===== src/design/rhtc_pkg.sv =====
// Package: constants and carrier types of the humidity sensor command slave
package rhtc_pkg;
  localparam logic [6:0] SLAVE_ADDR = 7'h40;
  localparam logic [7:0] CMD_RH_HOLD = 8'he5;
  localparam logic [7:0] CMD_RH_NOHOLD = 8'hf5;
  localparam logic [7:0] CMD_T_HOLD = 8'he3;
  localparam logic [7:0] CMD_T_NOHOLD = 8'hf3;
  localparam logic [7:0] CMD_T_PREV = 8'he0;
  localparam logic [7:0] CMD_USER_WR = 8'he6;
  localparam logic [7:0] CMD_USER_RD = 8'he7;
  localparam logic [7:0] CMD_HEAT_WR = 8'h51;
  localparam logic [7:0] CMD_HEAT_RD = 8'h11;
  localparam logic [7:0] CMD_EID1_A = 8'hfa;
  localparam logic [7:0] CMD_EID1_B = 8'h0f;
  localparam logic [7:0] CMD_EID2_A = 8'hfc;
  localparam logic [7:0] CMD_EID2_B = 8'hc9;
  localparam logic [7:0] CRC_INIT = 8'h00;
  localparam logic [7:0] CRC_POLY = 8'h31;
  localparam logic [1:0] RH_LSB_TAG = 2'b10;
  localparam logic [1:0] T_LSB_TAG = 2'b00;
  localparam logic [7:0] USER_RST = 8'h3a;
  localparam logic [7:0] HEAT_RST = 8'h00;
  localparam int CONV_TIME_US = 20;
  localparam int CLK_MHZ = 50;
  localparam int CONV_CYCLES = CONV_TIME_US * CLK_MHZ;
  localparam logic [2:0] BYTE_IDX_RST = 3'h0;
  localparam logic [2:0] BIT_IDX_RST = 3'h7;
  typedef enum logic [2:0] {
    RHTC_KIND_NONE, RHTC_KIND_RH, RHTC_KIND_T, RHTC_KIND_TPREV,
    RHTC_KIND_USER, RHTC_KIND_HEAT, RHTC_KIND_EID1, RHTC_KIND_EID2
  } rhtc_kind_t;
  typedef struct packed {
    logic [15:0] rh_word;
    logic [15:0] t_word;
  } rhtc_conv_t;
endpackage


===== src/design/rhtc_slave.sv =====
// Module: I2C command slave of the humidity and temperature sensor
`timescale 1ns/1ps
// How it works
// - Answer as I2C slave at address 0x40
// - 0xE5/0xF5 start humidity, stretch or NACK
// - 0xE3/0xF3 start temperature, stretch or NACK
// - 0xE0 returns stored temperature
// - 0xE6 writes, 0xE7 reads user register
// - 0x51 writes, 0x11 reads heater register
// - 0xFA0F and 0xFC C9 read identifier halves
// - Hold mode stretches SCL until result ready
// - No-hold mode NACKs read address while busy
// - Checksum only after host ACKs LSB
// - CRC-8 poly 0x31, init 0x00
// - Identifier and new humidity/temperature results have CRC; register reads none
// - Stored-temperature read never sends checksum
// - Humidity conversion also stores a temperature
// - 0xE0 starts nothing; temperature commands convert afresh
// - Humidity word low bits are 10
// - Temperature word low bits are 00
// - STOP accepted before read-phase START
module rhtc_slave #(
  parameter int CONV_CYCLES = rhtc_pkg::CONV_CYCLES
) (
  input wire logic ref_clk_i,
  input wire logic sys_rst_i,
  input wire logic scl_i,
  input wire logic sda_i,
  output logic scl_o,
  output logic scl_oe_o,
  output logic sda_o,
  output logic sda_oe_o,
  input wire logic [15:0] humidity_raw_word_i,
  input wire logic [15:0] temp_raw_word_i,
  input wire logic [63:0] eid_i,
  output logic [7:0] user_cfg_o,
  output logic [3:0] heater_o,
  output logic busy_o
);
  // ----------------------------------------
  // Helpers
  // ----------------------------------------
  function automatic logic [7:0] crc_byte(input logic [7:0] c, input logic [7:0] b);
    logic [7:0] r;
    r = c ^ b;
    for (int i = 0; i < 8; i++) begin
      r = r[7] ? ((r << 1) ^ rhtc_pkg::CRC_POLY) : (r << 1);
    end
    return r;
  endfunction

  // ----------------------------------------
  // Pin synchronisers
  // ----------------------------------------
  logic [2:0] scl_s_q, sda_s_q;
  logic scl_f_q, sda_f_q;
  logic [2:0] scl_s_d, sda_s_d;
  logic scl_f_d, sda_f_d;
  always_comb begin
    scl_s_d = {scl_s_q[1:0], scl_i};
    sda_s_d = {sda_s_q[1:0], sda_i};
    scl_f_d = (scl_s_q[2] == scl_s_q[1]) ? scl_s_q[1] : scl_f_q;
    sda_f_d = (sda_s_q[2] == sda_s_q[1]) ? sda_s_q[1] : sda_f_q;
  end
  always_ff @(posedge ref_clk_i or posedge sys_rst_i) begin
    if (sys_rst_i) begin
      scl_s_q <= 3'h7;
      sda_s_q <= 3'h7;
      scl_f_q <= 1'b1;
      sda_f_q <= 1'b1;
    end else begin
      scl_s_q <= scl_s_d;
      sda_s_q <= sda_s_d;
      scl_f_q <= scl_f_d;
      sda_f_q <= sda_f_d;
    end
  end
  logic scl_rise, scl_fall, start_c, stop_c;
  assign scl_rise = scl_f_d & ~scl_f_q;
  assign scl_fall = ~scl_f_d & scl_f_q;
  assign start_c = scl_f_q & scl_f_d & sda_f_q & ~sda_f_d;
  assign stop_c = scl_f_q & scl_f_d & ~sda_f_q & sda_f_d;

  // ----------------------------------------
  // Protocol engine
  // ----------------------------------------
  typedef enum logic [2:0] {
    ST_IDLE, ST_BEGIN, ST_ADDR, ST_ACK, ST_WBYTE, ST_RBYTE, ST_RACK, ST_STRETCH
  } rhtc_st_t;
  rhtc_st_t st_q, st_d;
  logic [7:0] sh_q, sh_d;
  logic [2:0] bit_q, bit_d;
  logic rw_q, rw_d;
  logic ack_q, ack_d;
  logic [2:0] wcnt_q, wcnt_d;
  logic [7:0] cmd0_q, cmd0_d;
  rhtc_pkg::rhtc_kind_t kind_q, kind_d;
  logic hold_q, hold_d;
  logic [2:0] rcnt_q, rcnt_d;
  logic [7:0] crc_q, crc_d;
  logic [7:0] user_q, user_d;
  logic [3:0] heat_q, heat_d;
  logic sda_lo_q, sda_lo_d;
  logic scl_lo_q, scl_lo_d;
  rhtc_pkg::rhtc_conv_t res_q, res_d;
  logic [31:0] conv_q, conv_d;
  logic conv_rh_q, conv_rh_d;
  logic start_conv;
  logic conv_busy;
  assign conv_busy = (conv_q != 32'h0);

  // Data byte offered at read index, last-byte flags
  function automatic logic [7:0] rd_byte(input rhtc_pkg::rhtc_kind_t k, input logic [2:0] n,
                                         input rhtc_pkg::rhtc_conv_t r, input logic [7:0] u,
                                         input logic [3:0] h, input logic [63:0] e,
                                         input logic [7:0] c);
    logic [7:0] v;
    v = 8'h00;
    case (k)
      rhtc_pkg::RHTC_KIND_RH: v = (n == 3'h0) ? r.rh_word[15:8] :
        (n == 3'h1) ? r.rh_word[7:0] : c;
      rhtc_pkg::RHTC_KIND_T, rhtc_pkg::RHTC_KIND_TPREV: v = (n == 3'h0) ? r.t_word[15:8] :
        (n == 3'h1) ? r.t_word[7:0] : c;
      rhtc_pkg::RHTC_KIND_USER: v = u;
      rhtc_pkg::RHTC_KIND_HEAT: v = {4'hf, h};
      rhtc_pkg::RHTC_KIND_EID1: v = n[0] ? c : e[63 - 8 * n[2:1] -: 8];
      rhtc_pkg::RHTC_KIND_EID2: v = (n == 3'h2 || n == 3'h5) ? c :
        e[31 - 8 * ((n > 3'h2) ? n - 3'h1 : n) -: 8];
      default: v = 8'hff;
    endcase
    return v;
  endfunction

  function automatic logic last_byte(input rhtc_pkg::rhtc_kind_t k, input logic [2:0] n);
    case (k)
      rhtc_pkg::RHTC_KIND_RH, rhtc_pkg::RHTC_KIND_T: last_byte = (n == 3'h2);
      rhtc_pkg::RHTC_KIND_TPREV: last_byte = (n == 3'h1);
      rhtc_pkg::RHTC_KIND_EID1: last_byte = (n == 3'h7);
      rhtc_pkg::RHTC_KIND_EID2: last_byte = (n == 3'h5);
      default: last_byte = 1'b1;
    endcase
  endfunction

  always_comb begin
    st_d = st_q;
    sh_d = sh_q;
    bit_d = bit_q;
    rw_d = rw_q;
    ack_d = ack_q;
    wcnt_d = wcnt_q;
    cmd0_d = cmd0_q;
    kind_d = kind_q;
    hold_d = hold_q;
    rcnt_d = rcnt_q;
    crc_d = crc_q;
    user_d = user_q;
    heat_d = heat_q;
    sda_lo_d = sda_lo_q;
    scl_lo_d = 1'b0;
    start_conv = 1'b0;
    if (start_c) begin
      // Repeated start or fresh start after STOP both keep the command
      st_d = ST_BEGIN;
      bit_d = rhtc_pkg::BIT_IDX_RST;
      sda_lo_d = 1'b0;
    end else if (stop_c) begin
      st_d = ST_IDLE;
      sda_lo_d = 1'b0;
    end else begin
      case (st_q)
        ST_BEGIN: begin
          // The fall that closes a START carries no bit
          if (scl_fall) begin
            st_d = ST_ADDR;
          end
        end
        ST_ADDR, ST_WBYTE: begin
          // Same sync age as the SCL edge; a late ACK release would look low
          if (scl_rise) begin
            sh_d = {sh_q[6:0], sda_f_d};
          end
          if (scl_fall) begin
            if (bit_q == 3'h0) begin
              ack_d = 1'b0;
              if (st_q == ST_ADDR) begin
                rw_d = sh_q[0];
                wcnt_d = rhtc_pkg::BYTE_IDX_RST;
                if (sh_q[7:1] == rhtc_pkg::SLAVE_ADDR) begin
                  ack_d = ~(sh_q[0] & conv_busy & ~hold_q);
                end
              end else begin
                ack_d = 1'b1;
                wcnt_d = wcnt_q + 3'h1;
                if (wcnt_q == 3'h0) begin
                  cmd0_d = sh_q;
                  kind_d = rhtc_pkg::RHTC_KIND_NONE;
                  case (sh_q)
                    rhtc_pkg::CMD_RH_HOLD, rhtc_pkg::CMD_RH_NOHOLD: begin
                      kind_d = rhtc_pkg::RHTC_KIND_RH;
                      hold_d = (sh_q == rhtc_pkg::CMD_RH_HOLD);
                      start_conv = 1'b1;
                    end
                    rhtc_pkg::CMD_T_HOLD, rhtc_pkg::CMD_T_NOHOLD: begin
                      kind_d = rhtc_pkg::RHTC_KIND_T;
                      hold_d = (sh_q == rhtc_pkg::CMD_T_HOLD);
                      start_conv = 1'b1;
                    end
                    rhtc_pkg::CMD_T_PREV: kind_d = rhtc_pkg::RHTC_KIND_TPREV;
                    rhtc_pkg::CMD_USER_RD, rhtc_pkg::CMD_USER_WR:
                      kind_d = rhtc_pkg::RHTC_KIND_USER;
                    rhtc_pkg::CMD_HEAT_RD, rhtc_pkg::CMD_HEAT_WR:
                      kind_d = rhtc_pkg::RHTC_KIND_HEAT;
                    default: kind_d = rhtc_pkg::RHTC_KIND_NONE;
                  endcase
                end else if (wcnt_q == 3'h1) begin
                  if (cmd0_q == rhtc_pkg::CMD_USER_WR) begin
                    user_d = sh_q;
                  end else if (cmd0_q == rhtc_pkg::CMD_HEAT_WR) begin
                    heat_d = sh_q[3:0];
                  end else if (cmd0_q == rhtc_pkg::CMD_EID1_A && sh_q == rhtc_pkg::CMD_EID1_B) begin
                    kind_d = rhtc_pkg::RHTC_KIND_EID1;
                  end else if (cmd0_q == rhtc_pkg::CMD_EID2_A && sh_q == rhtc_pkg::CMD_EID2_B) begin
                    kind_d = rhtc_pkg::RHTC_KIND_EID2;
                  end
                end
              end
              sda_lo_d = ack_d;
              st_d = ack_d ? ST_ACK : ST_IDLE;
            end
            bit_d = bit_q - 3'h1;
          end
        end
        ST_ACK: begin
          if (scl_fall) begin
            sda_lo_d = 1'b0;
            bit_d = rhtc_pkg::BIT_IDX_RST;
            if (rw_q) begin
              rcnt_d = rhtc_pkg::BYTE_IDX_RST;
              crc_d = rhtc_pkg::CRC_INIT;
              if (conv_busy) begin
                scl_lo_d = 1'b1;
                st_d = ST_STRETCH;
              end else begin
                sh_d = rd_byte(kind_q, 3'h0, res_q, user_q, heat_q, eid_i, rhtc_pkg::CRC_INIT);
                sda_lo_d = ~sh_d[7];
                st_d = ST_RBYTE;
              end
            end else begin
              st_d = ST_WBYTE;
            end
          end
        end
        ST_STRETCH: begin
          // Only reachable in hold mode; no-hold NACKs the address instead
          if (conv_busy) begin
            scl_lo_d = 1'b1;
          end else begin
            // Data settles a cycle before SCL is let go
            scl_lo_d = 1'b1;
            sh_d = rd_byte(kind_q, 3'h0, res_q, user_q, heat_q, eid_i, rhtc_pkg::CRC_INIT);
            sda_lo_d = ~sh_d[7];
            st_d = ST_RBYTE;
          end
        end
        ST_RBYTE: begin
          if (scl_fall) begin
            // Rotate, so the byte is whole again for the checksum
            sh_d = {sh_q[6:0], sh_q[7]};
            if (bit_q == 3'h0) begin
              sda_lo_d = 1'b0;
              st_d = ST_RACK;
            end else begin
              sda_lo_d = ~sh_q[6];
            end
            bit_d = bit_q - 3'h1;
          end
        end
        ST_RACK: begin
          if (scl_rise) begin
            ack_d = ~sda_f_d;
          end
          if (scl_fall) begin
            if (ack_q && !last_byte(kind_q, rcnt_q)) begin
              crc_d = (kind_q == rhtc_pkg::RHTC_KIND_EID1 && rcnt_q[0]) ||
                      (kind_q == rhtc_pkg::RHTC_KIND_EID2 && rcnt_q == 3'h2) ?
                      rhtc_pkg::CRC_INIT : crc_byte(crc_q, sh_q);
              if (kind_q == rhtc_pkg::RHTC_KIND_EID1 && !rcnt_q[0]) begin
                crc_d = crc_byte(rhtc_pkg::CRC_INIT, sh_q);
              end
              rcnt_d = rcnt_q + 3'h1;
              sh_d = rd_byte(kind_q, rcnt_d, res_q, user_q, heat_q, eid_i, crc_d);
              sda_lo_d = ~sh_d[7];
              bit_d = rhtc_pkg::BIT_IDX_RST;
              st_d = ST_RBYTE;
            end else begin
              st_d = ST_IDLE;
            end
          end
        end
        default: st_d = ST_IDLE;
      endcase
    end
  end

  // ----------------------------------------
  // Conversion engine
  // ----------------------------------------
  always_comb begin
    conv_d = conv_q;
    conv_rh_d = conv_rh_q;
    res_d = res_q;
    if (start_conv) begin
      conv_d = CONV_CYCLES;
      conv_rh_d = (kind_d == rhtc_pkg::RHTC_KIND_RH);
    end else if (conv_q == 32'h1) begin
      conv_d = 32'h0;
      res_d.t_word = {temp_raw_word_i[15:2], rhtc_pkg::T_LSB_TAG};
      if (conv_rh_q) begin
        res_d.rh_word = {humidity_raw_word_i[15:2], rhtc_pkg::RH_LSB_TAG};
      end
    end else if (conv_busy) begin
      conv_d = conv_q - 32'h1;
    end
  end

  always_ff @(posedge ref_clk_i or posedge sys_rst_i) begin
    if (sys_rst_i) begin
      st_q <= ST_IDLE;
      sh_q <= 8'h00;
      bit_q <= rhtc_pkg::BIT_IDX_RST;
      rw_q <= 1'b0;
      ack_q <= 1'b0;
      wcnt_q <= rhtc_pkg::BYTE_IDX_RST;
      cmd0_q <= 8'h00;
      kind_q <= rhtc_pkg::RHTC_KIND_NONE;
      hold_q <= 1'b0;
      rcnt_q <= rhtc_pkg::BYTE_IDX_RST;
      crc_q <= rhtc_pkg::CRC_INIT;
      user_q <= rhtc_pkg::USER_RST;
      heat_q <= rhtc_pkg::HEAT_RST[3:0];
      sda_lo_q <= 1'b0;
      scl_lo_q <= 1'b0;
      res_q <= '0;
      conv_q <= 32'h0;
      conv_rh_q <= 1'b0;
    end else begin
      st_q <= st_d;
      sh_q <= sh_d;
      bit_q <= bit_d;
      rw_q <= rw_d;
      ack_q <= ack_d;
      wcnt_q <= wcnt_d;
      cmd0_q <= cmd0_d;
      kind_q <= kind_d;
      hold_q <= hold_d;
      rcnt_q <= rcnt_d;
      crc_q <= crc_d;
      user_q <= user_d;
      heat_q <= heat_d;
      sda_lo_q <= sda_lo_d;
      scl_lo_q <= scl_lo_d;
      res_q <= res_d;
      conv_q <= conv_d;
      conv_rh_q <= conv_rh_d;
    end
  end

  assign sda_o = 1'b0;
  assign sda_oe_o = sda_lo_q;
  assign scl_o = 1'b0;
  assign scl_oe_o = scl_lo_q;
  assign user_cfg_o = user_q;
  assign heater_o = heat_q;
  assign busy_o = conv_busy;
endmodule


===== config.mk =====
export PLATFORM = sky130hd
export DESIGN_NAME = rhtc_slave
export DESIGN_NICKNAME = d
export VERILOG_FILES = /design/src/design/rhtc_pkg.sv /design/src/design/rhtc_slave.sv
export SDC_FILE = /design/constraint.sdc
export NUM_CORES = 1
export LEC_CHECK = 0
export BUFFER_PORTS_ARGS = -buffer_cell sky130_fd_sc_hd__buf_2
export CAP_MARGIN = 20
export CORE_ASPECT_RATIO = 0.75
export CORE_MARGIN = 2
export CORE_UTILIZATION = 60
export CTS_BUF_LIST = sky130_fd_sc_hd__clkbuf_8
export CTS_CLUSTER_DIAMETER = 200
export CTS_CLUSTER_SIZE = 30
export DETAILED_ROUTE_END_ITERATION = 16
export PLACE_DENSITY = 0.82
export SLEW_MARGIN = 20
export SYNTH_ARGS = -nofsm -noshare
export SYNTH_HDL_FRONTEND = slang
export SYNTH_SLANG_ARGS = --single-unit

===== constraint.sdc =====
create_clock -name ref_clk_i -period 10.33 [get_ports ref_clk_i]
set_clock_uncertainty 0.1 [all_clocks]
set_input_delay 0.5165 -clock ref_clk_i [delete_from_list [all_inputs] [get_ports ref_clk_i]]
set_output_delay 0.5165 -clock ref_clk_i [all_outputs]
set_load 0.01 [all_outputs]

# ---- After elaboration in Yosys (flattened, before gate mapping)
# Cells that the tools add are included.
dict set report classes {
  addsub 7
  order_cmp 1
  n_eq_ne 67
  n_shift 2
  n_mux 143
  bitwise 42
  reduce_logical 44
}
# operator n
set ops {}
lappend ops {{2-to-1 mux 8 bit} 34}
lappend ops {{indexed part select 71 x 33 -> 8 bit} 2}
lappend ops {{2-to-1 mux 3 bit} 35}
lappend ops {{2-to-1 mux 32 bit} 3}
lappend ops {{2-to-1 mux 6 bit} 16}
lappend ops {{case mux 8 bit (6 select lines)} 2}
lappend ops {{equality test 8 bit (second input constant)} 11}
lappend ops {{NOT 3 bit} 16}
lappend ops {{case mux 8 bit (5 select lines)} 1}
lappend ops {{2-to-1 mux 1 bit} 39}
lappend ops {{inequality test 4 bit (second input constant)} 9}
lappend ops {{equality test 3 bit (second input constant)} 11}
lappend ops {{equality test 32 x 1 -> 1 bit (second input constant)} 1}
lappend ops {{nonzero test 32 bit} 1}
lappend ops {{subtractor 32 x 1 -> 32 bit (second input constant)} 1}
lappend ops {{subtractor 5 x 32 -> 32 bit (first input constant)} 1}
lappend ops {{2-to-1 mux 29 bit} 1}
lappend ops {{inequality test 2 bit (second input constant)} 12}
lappend ops {{AND reduction 8 bit} 3}
lappend ops {{equality test 3 x 1 -> 1 bit (second input constant)} 6}
lappend ops {{equality test 3 x 2 -> 1 bit (second input constant)} 6}
lappend ops {{case mux 3 bit (6 select lines)} 1}
lappend ops {{AND reduction 6 bit} 3}
lappend ops {{equality test 8 x 7 -> 1 bit (second input constant)} 2}
lappend ops {{41 further kinds} 89}
dict set report totals {
  ff_bits 126
  in_bits 100
}

# ---- Logic depth before layout (Yosys ltp)
dict set report logic_depth {
  ltp_word 33
  ltp_mapped 14
  mapped_depth_nobuf 12
}

# ---- Least setup slack after synthesis
# Ideal clock, no wire load.
dict set report synth_timing {
  kind {register -> register}
  from {register rcnt_q[0]}
  to {register sh_q[1]}
  t_arrival_ps 3493
  path_slack_ps 6660
  stages_incl_launch_ff 15
  n_path_buf 2
  synth_period_minus_slack_ps 3670
  cell_sequence {dfrtp_1 -> inv_1 -> clkbuf_1 -> ha_1 -> clkbuf_1 -> nor2b_1 -> o21ai_1 -> inv_1 -> ha_1 -> nor3b_1 -> nand4_1 -> a21o_1 -> o211ai_1 -> and4b_1 -> o21ai_1}
}
dict set report synth_via {
  elab_chain_cells 16
  word_cells_on_any_way 48
}
# element line_no
set synth_lines {}
lappend synth_lines {{start, declared} rhtc_slave.sv:99} ;# logic [2:0] rcnt_q, rcnt_d;
lappend synth_lines {{start signal, assigned} rhtc_slave.sv:337} ;# rcnt_q <= rhtc_pkg::BYTE_IDX_RST;
lappend synth_lines {{start signal, assigned} rhtc_slave.sv:356} ;# rcnt_q <= rcnt_d;
lappend synth_lines {{parallel branches: the longest is 16 deep, another holds subtractor 5 x 32 -> 32 bit} n/a}
lappend synth_lines {{end signal, assigned} rhtc_slave.sv:329} ;# sh_q <= 8'h00;
lappend synth_lines {{end signal, assigned} rhtc_slave.sv:348} ;# sh_q <= sh_d;
lappend synth_lines {{end, declared} rhtc_slave.sv:91} ;# logic [7:0] sh_q, sh_d;
# Several ways; the timed one is not identified. The select of a mux whose other input is x is not followed.
# A chain may end at the register's enable or synchronous reset.

# ---- Worst setup path after layout
dict set report layout_timing {
  from {register rcnt_q[0]}
  to {register sh_q[2]}
}
# Same word-level chain as after synthesis.

==> reports/results.txt <==
Worst Tran Pin Value - 1010 ps
endpoints failing hold - 0
max_cap viols - 0
DRT iter0 DRCs - 1337
row cnt - 39
via count - 8724
vias in the first global route - 7835
Max Transition Viols Final - 0
Avg Cell Area, Syn - 8.98 µm²
Boundary Pins - 117
grt total ovfl - 0
sequential share of power - 0.496
first-pass GRT wire length - 43400 µm
Critical Path RT - 10600 ps
clk slew on worst S/H paths - 80 ps
setup TNS - 0 ps
Detailed Place HPWL - 20500 µm
Seq/Total Area, Yosys - 0.347
Placer Congestion - 1.02
crit-path max cell delay - 670 ps
Initial Util - 0.607
EDFF count, synth - 0
Top FF cell, synth - dfrtp_1
critical-path maximum fanout - 25
DR WL/cell - 21.1 µm
clock root buffer - clkbuf_8
Total GRT Usage - 0.342
Die ar. - 0.0163 mm²
Tcrit/Tclk final - 0.445
cell area after synthesis - 0.00915 mm²
worst setup margin - 5730 ps
RSZ-0062 raised after global routing - no
layout cell share with drive strength beyond 1 - 0.226
fmax - 217 MHz
Synth top area share - 0.304
number of vias per cell - 6.66
Max-slew headroom - 0.325
antenna cells - 0
internal power - 0.000778 W
crit-path cells - buf_4, inv_1, ha_1, nor2b_1, o21ai_1, inv_1, ha_1, nor3b_1, nand3_1, a2111oi_0, a211oi_1, o22ai_1
Routed Wire Length - 27600 µm
PortBufs - 110
Residual DRC - 0
Worst EP arrival - 4870 ps
cell accounting for the most synthesized area - dfrtp_1
pwr dens - 102 mW/mm²
Setup-failing EPs final - 0
Slowest-stage cell, CP - a2111oi_0
post-route ant nets - 0
peak supply drop - 99.9 µV
status - complete, no violations
Psw - 0.000260 W
CP startpoint kind - register
Pleak - 4.64 nW
core area - 0.0151 mm²
clock insertion delay at the later pin of the skew report - 460 ps
hold crit path type - input port to register
synth unique cells - 84
CTS Buf Count - 17
initial antenna violation count - 0
die height - 111 µm
Yosys reg bits - 126
nets - 1204
placed cell count - 1277
Area growth syn-to-layout - 11.3%
CTS tree - done
DP Worst Slack - 5950 ps
Crit Path Class - register to register
Post-Syn Instances - 1018
clock share of power - 0.442
CTS Buffer Depth - 2
post-layout minimum cycle time - 4600 ps
cts repair resizes - 0
clk sink count - 126
Synth warnings - 0
fin cells - 1309
count of hold-fix buffers inserted at cts - 0
CP Capture Type - register
Combinational Power Share - 0.062
switching part of the total power - 0.251
Synth area leaders - dfrtp_1, mux2_2, dfstp_2
Filler cells - 1204
largest net degree at the start of global routing - 70
Synth async-reset ratio - 1.00
TritonRoute pass-1 iters - 6
H-tree depth - 4
postcts setup bufs - 0
Horiz. Die Dim - 147 µm
worst max-delay path: cells and delay by family (launching register included):
family | cells | cell delay (ps)
buf+inv | 3 | 820
compound gates | 4 | 1430
fa+ha+maj | 2 | 940
flops | 1 | 340
simple gates | 3 | 870
sequential cells by signal (all words and copies together), names as in the netlist, 3 cells and up:
signal	count
sda_s_q	3
kind_q	3
bit_q	3
st_q	3
wcnt_q	3
crc_q	8
sh_q	8
conv_q	32
scl_s_q	3
res_q	29
user_cfg_o	8
rcnt_q	3
cmd0_q	8
heater_o	4
placed cells by master (no fill, tap or decap), types with 23 or more instances in the layout:
cell type / n
dfrtp_1: 111
buf_2: 110
nand2_1: 95
nor2_1: 71
o21ai_0: 68
a21oi_1: 53
mux2_2: 48
nor3_1: 41
inv_1: 31
xnor2_1: 31
mux2i_1: 30
nand3_1: 23
Yosys cell counts (all sizes together), types with 9 or more instances:
library cell / n
dfrtp: 111
nand2: 95
o21ai: 74
nor2: 71
a21oi: 53
clkbuf: 52
mux2: 48
nor3: 42
inv: 31
xnor2: 31
mux2i: 30
nand3: 23
a211oi: 17
a31oi: 16
nand2b: 16
buf: 15
dfstp: 15
and3: 13
ha: 13
nor4: 13
o22ai: 13
or3: 13
o211ai: 12
o31ai: 12
xor2: 12
nor2b: 10
a21o: 9
mux4: 9
xnor3: 9
logic make-up (layout without fill, tap and decap cells):
kind of cell | Yosys count | count (layout) | synth area share
AOI/OAI and AO/OA | 280 | 280 | 0.204
adders and majority gates | 15 | 15 | 0.0200
xor gates and xnor gates | 55 | 55 | 0.0711
DFF | 126 | 126 | 0.347
and+or+nand+nor | 353 | 353 | 0.199
buffers and inverters | 100 | 185 | 0.0446
other | 2 | 3 | 0.000821
muxes | 87 | 87 | 0.114
stage by stage:
stage                     area, µm²  utilization  hold slack, ps  power [W]
after floorplan                9150            -             245   0.000555
after global placement         9750        0.647             246   0.000585
after detailed placement       9750        0.647             247   0.000588
after CTS                     10200        0.674            34.4    0.00104
after global routing          10200        0.675            24.2    0.00107
final                         10200        0.675            50.3    0.00104
worst paths after layout:
path / startpoint / to / slack (ps) / depth (start not counted)
setup / recovery: rcnt_q[0]$_DFFE_PP0P_ / sh_q[2]$_DFFE_PP0P_ / 5730 / 12
hold / removal: sda_i / sda_s_q[0]$_DFF_PP1_ / 50 / 1
max in group asynchronous: sys_rst_i / crc_q[5]$_DFFE_PP0P_ / 8710 / 3
setup reg to reg: rcnt_q[0]$_DFFE_PP0P_ / sh_q[2]$_DFFE_PP0P_ / 5730 / 12
hold reg to reg: sda_s_q[0]$_DFF_PP1_ / sda_s_q[1]$_DFF_PP1_ / 260 / 0
min in group asynchronous: sys_rst_i / res_q[13]$_DFFE_PP0P_ / 120 / 2
final cells by class:
type                       instances  area [µm²]  share of cell area
inverter                          33         126              0.0124
clock buffer                      17         234              0.0230
clock inverter                    15         185              0.0182
tap                              205         256              0.0252
multi-input combinational        793        5580               0.548
timing repair buffer             120         626              0.0615
sequential                       126        3170               0.312
power groups by stage:
stage	Clock, W	Sequential [W]	Combinational [W]
6_report	0.000459	0.000515	0.0000645
2_1_floorplan	0	0.000521	0.0000338
4_1_cts	0.000465	0.000515	0.0000643
5_1_grt	0.000487	0.000516	0.0000713
3_5_place_dp	0	0.000524	0.0000638
3_3_place_gp	0	0.000523	0.0000623
metal layers:
layer  global-route usage  vias to the layer above  wire length (µm)
li1                     -                     3921                 -
met4               0.0783                        0               536
met1                0.530                     4165             12100
met2                0.459                      576             11400
met5                    0                        -                 0
met3                0.114                       62              3580
Power figures use the tool's default switching activity.
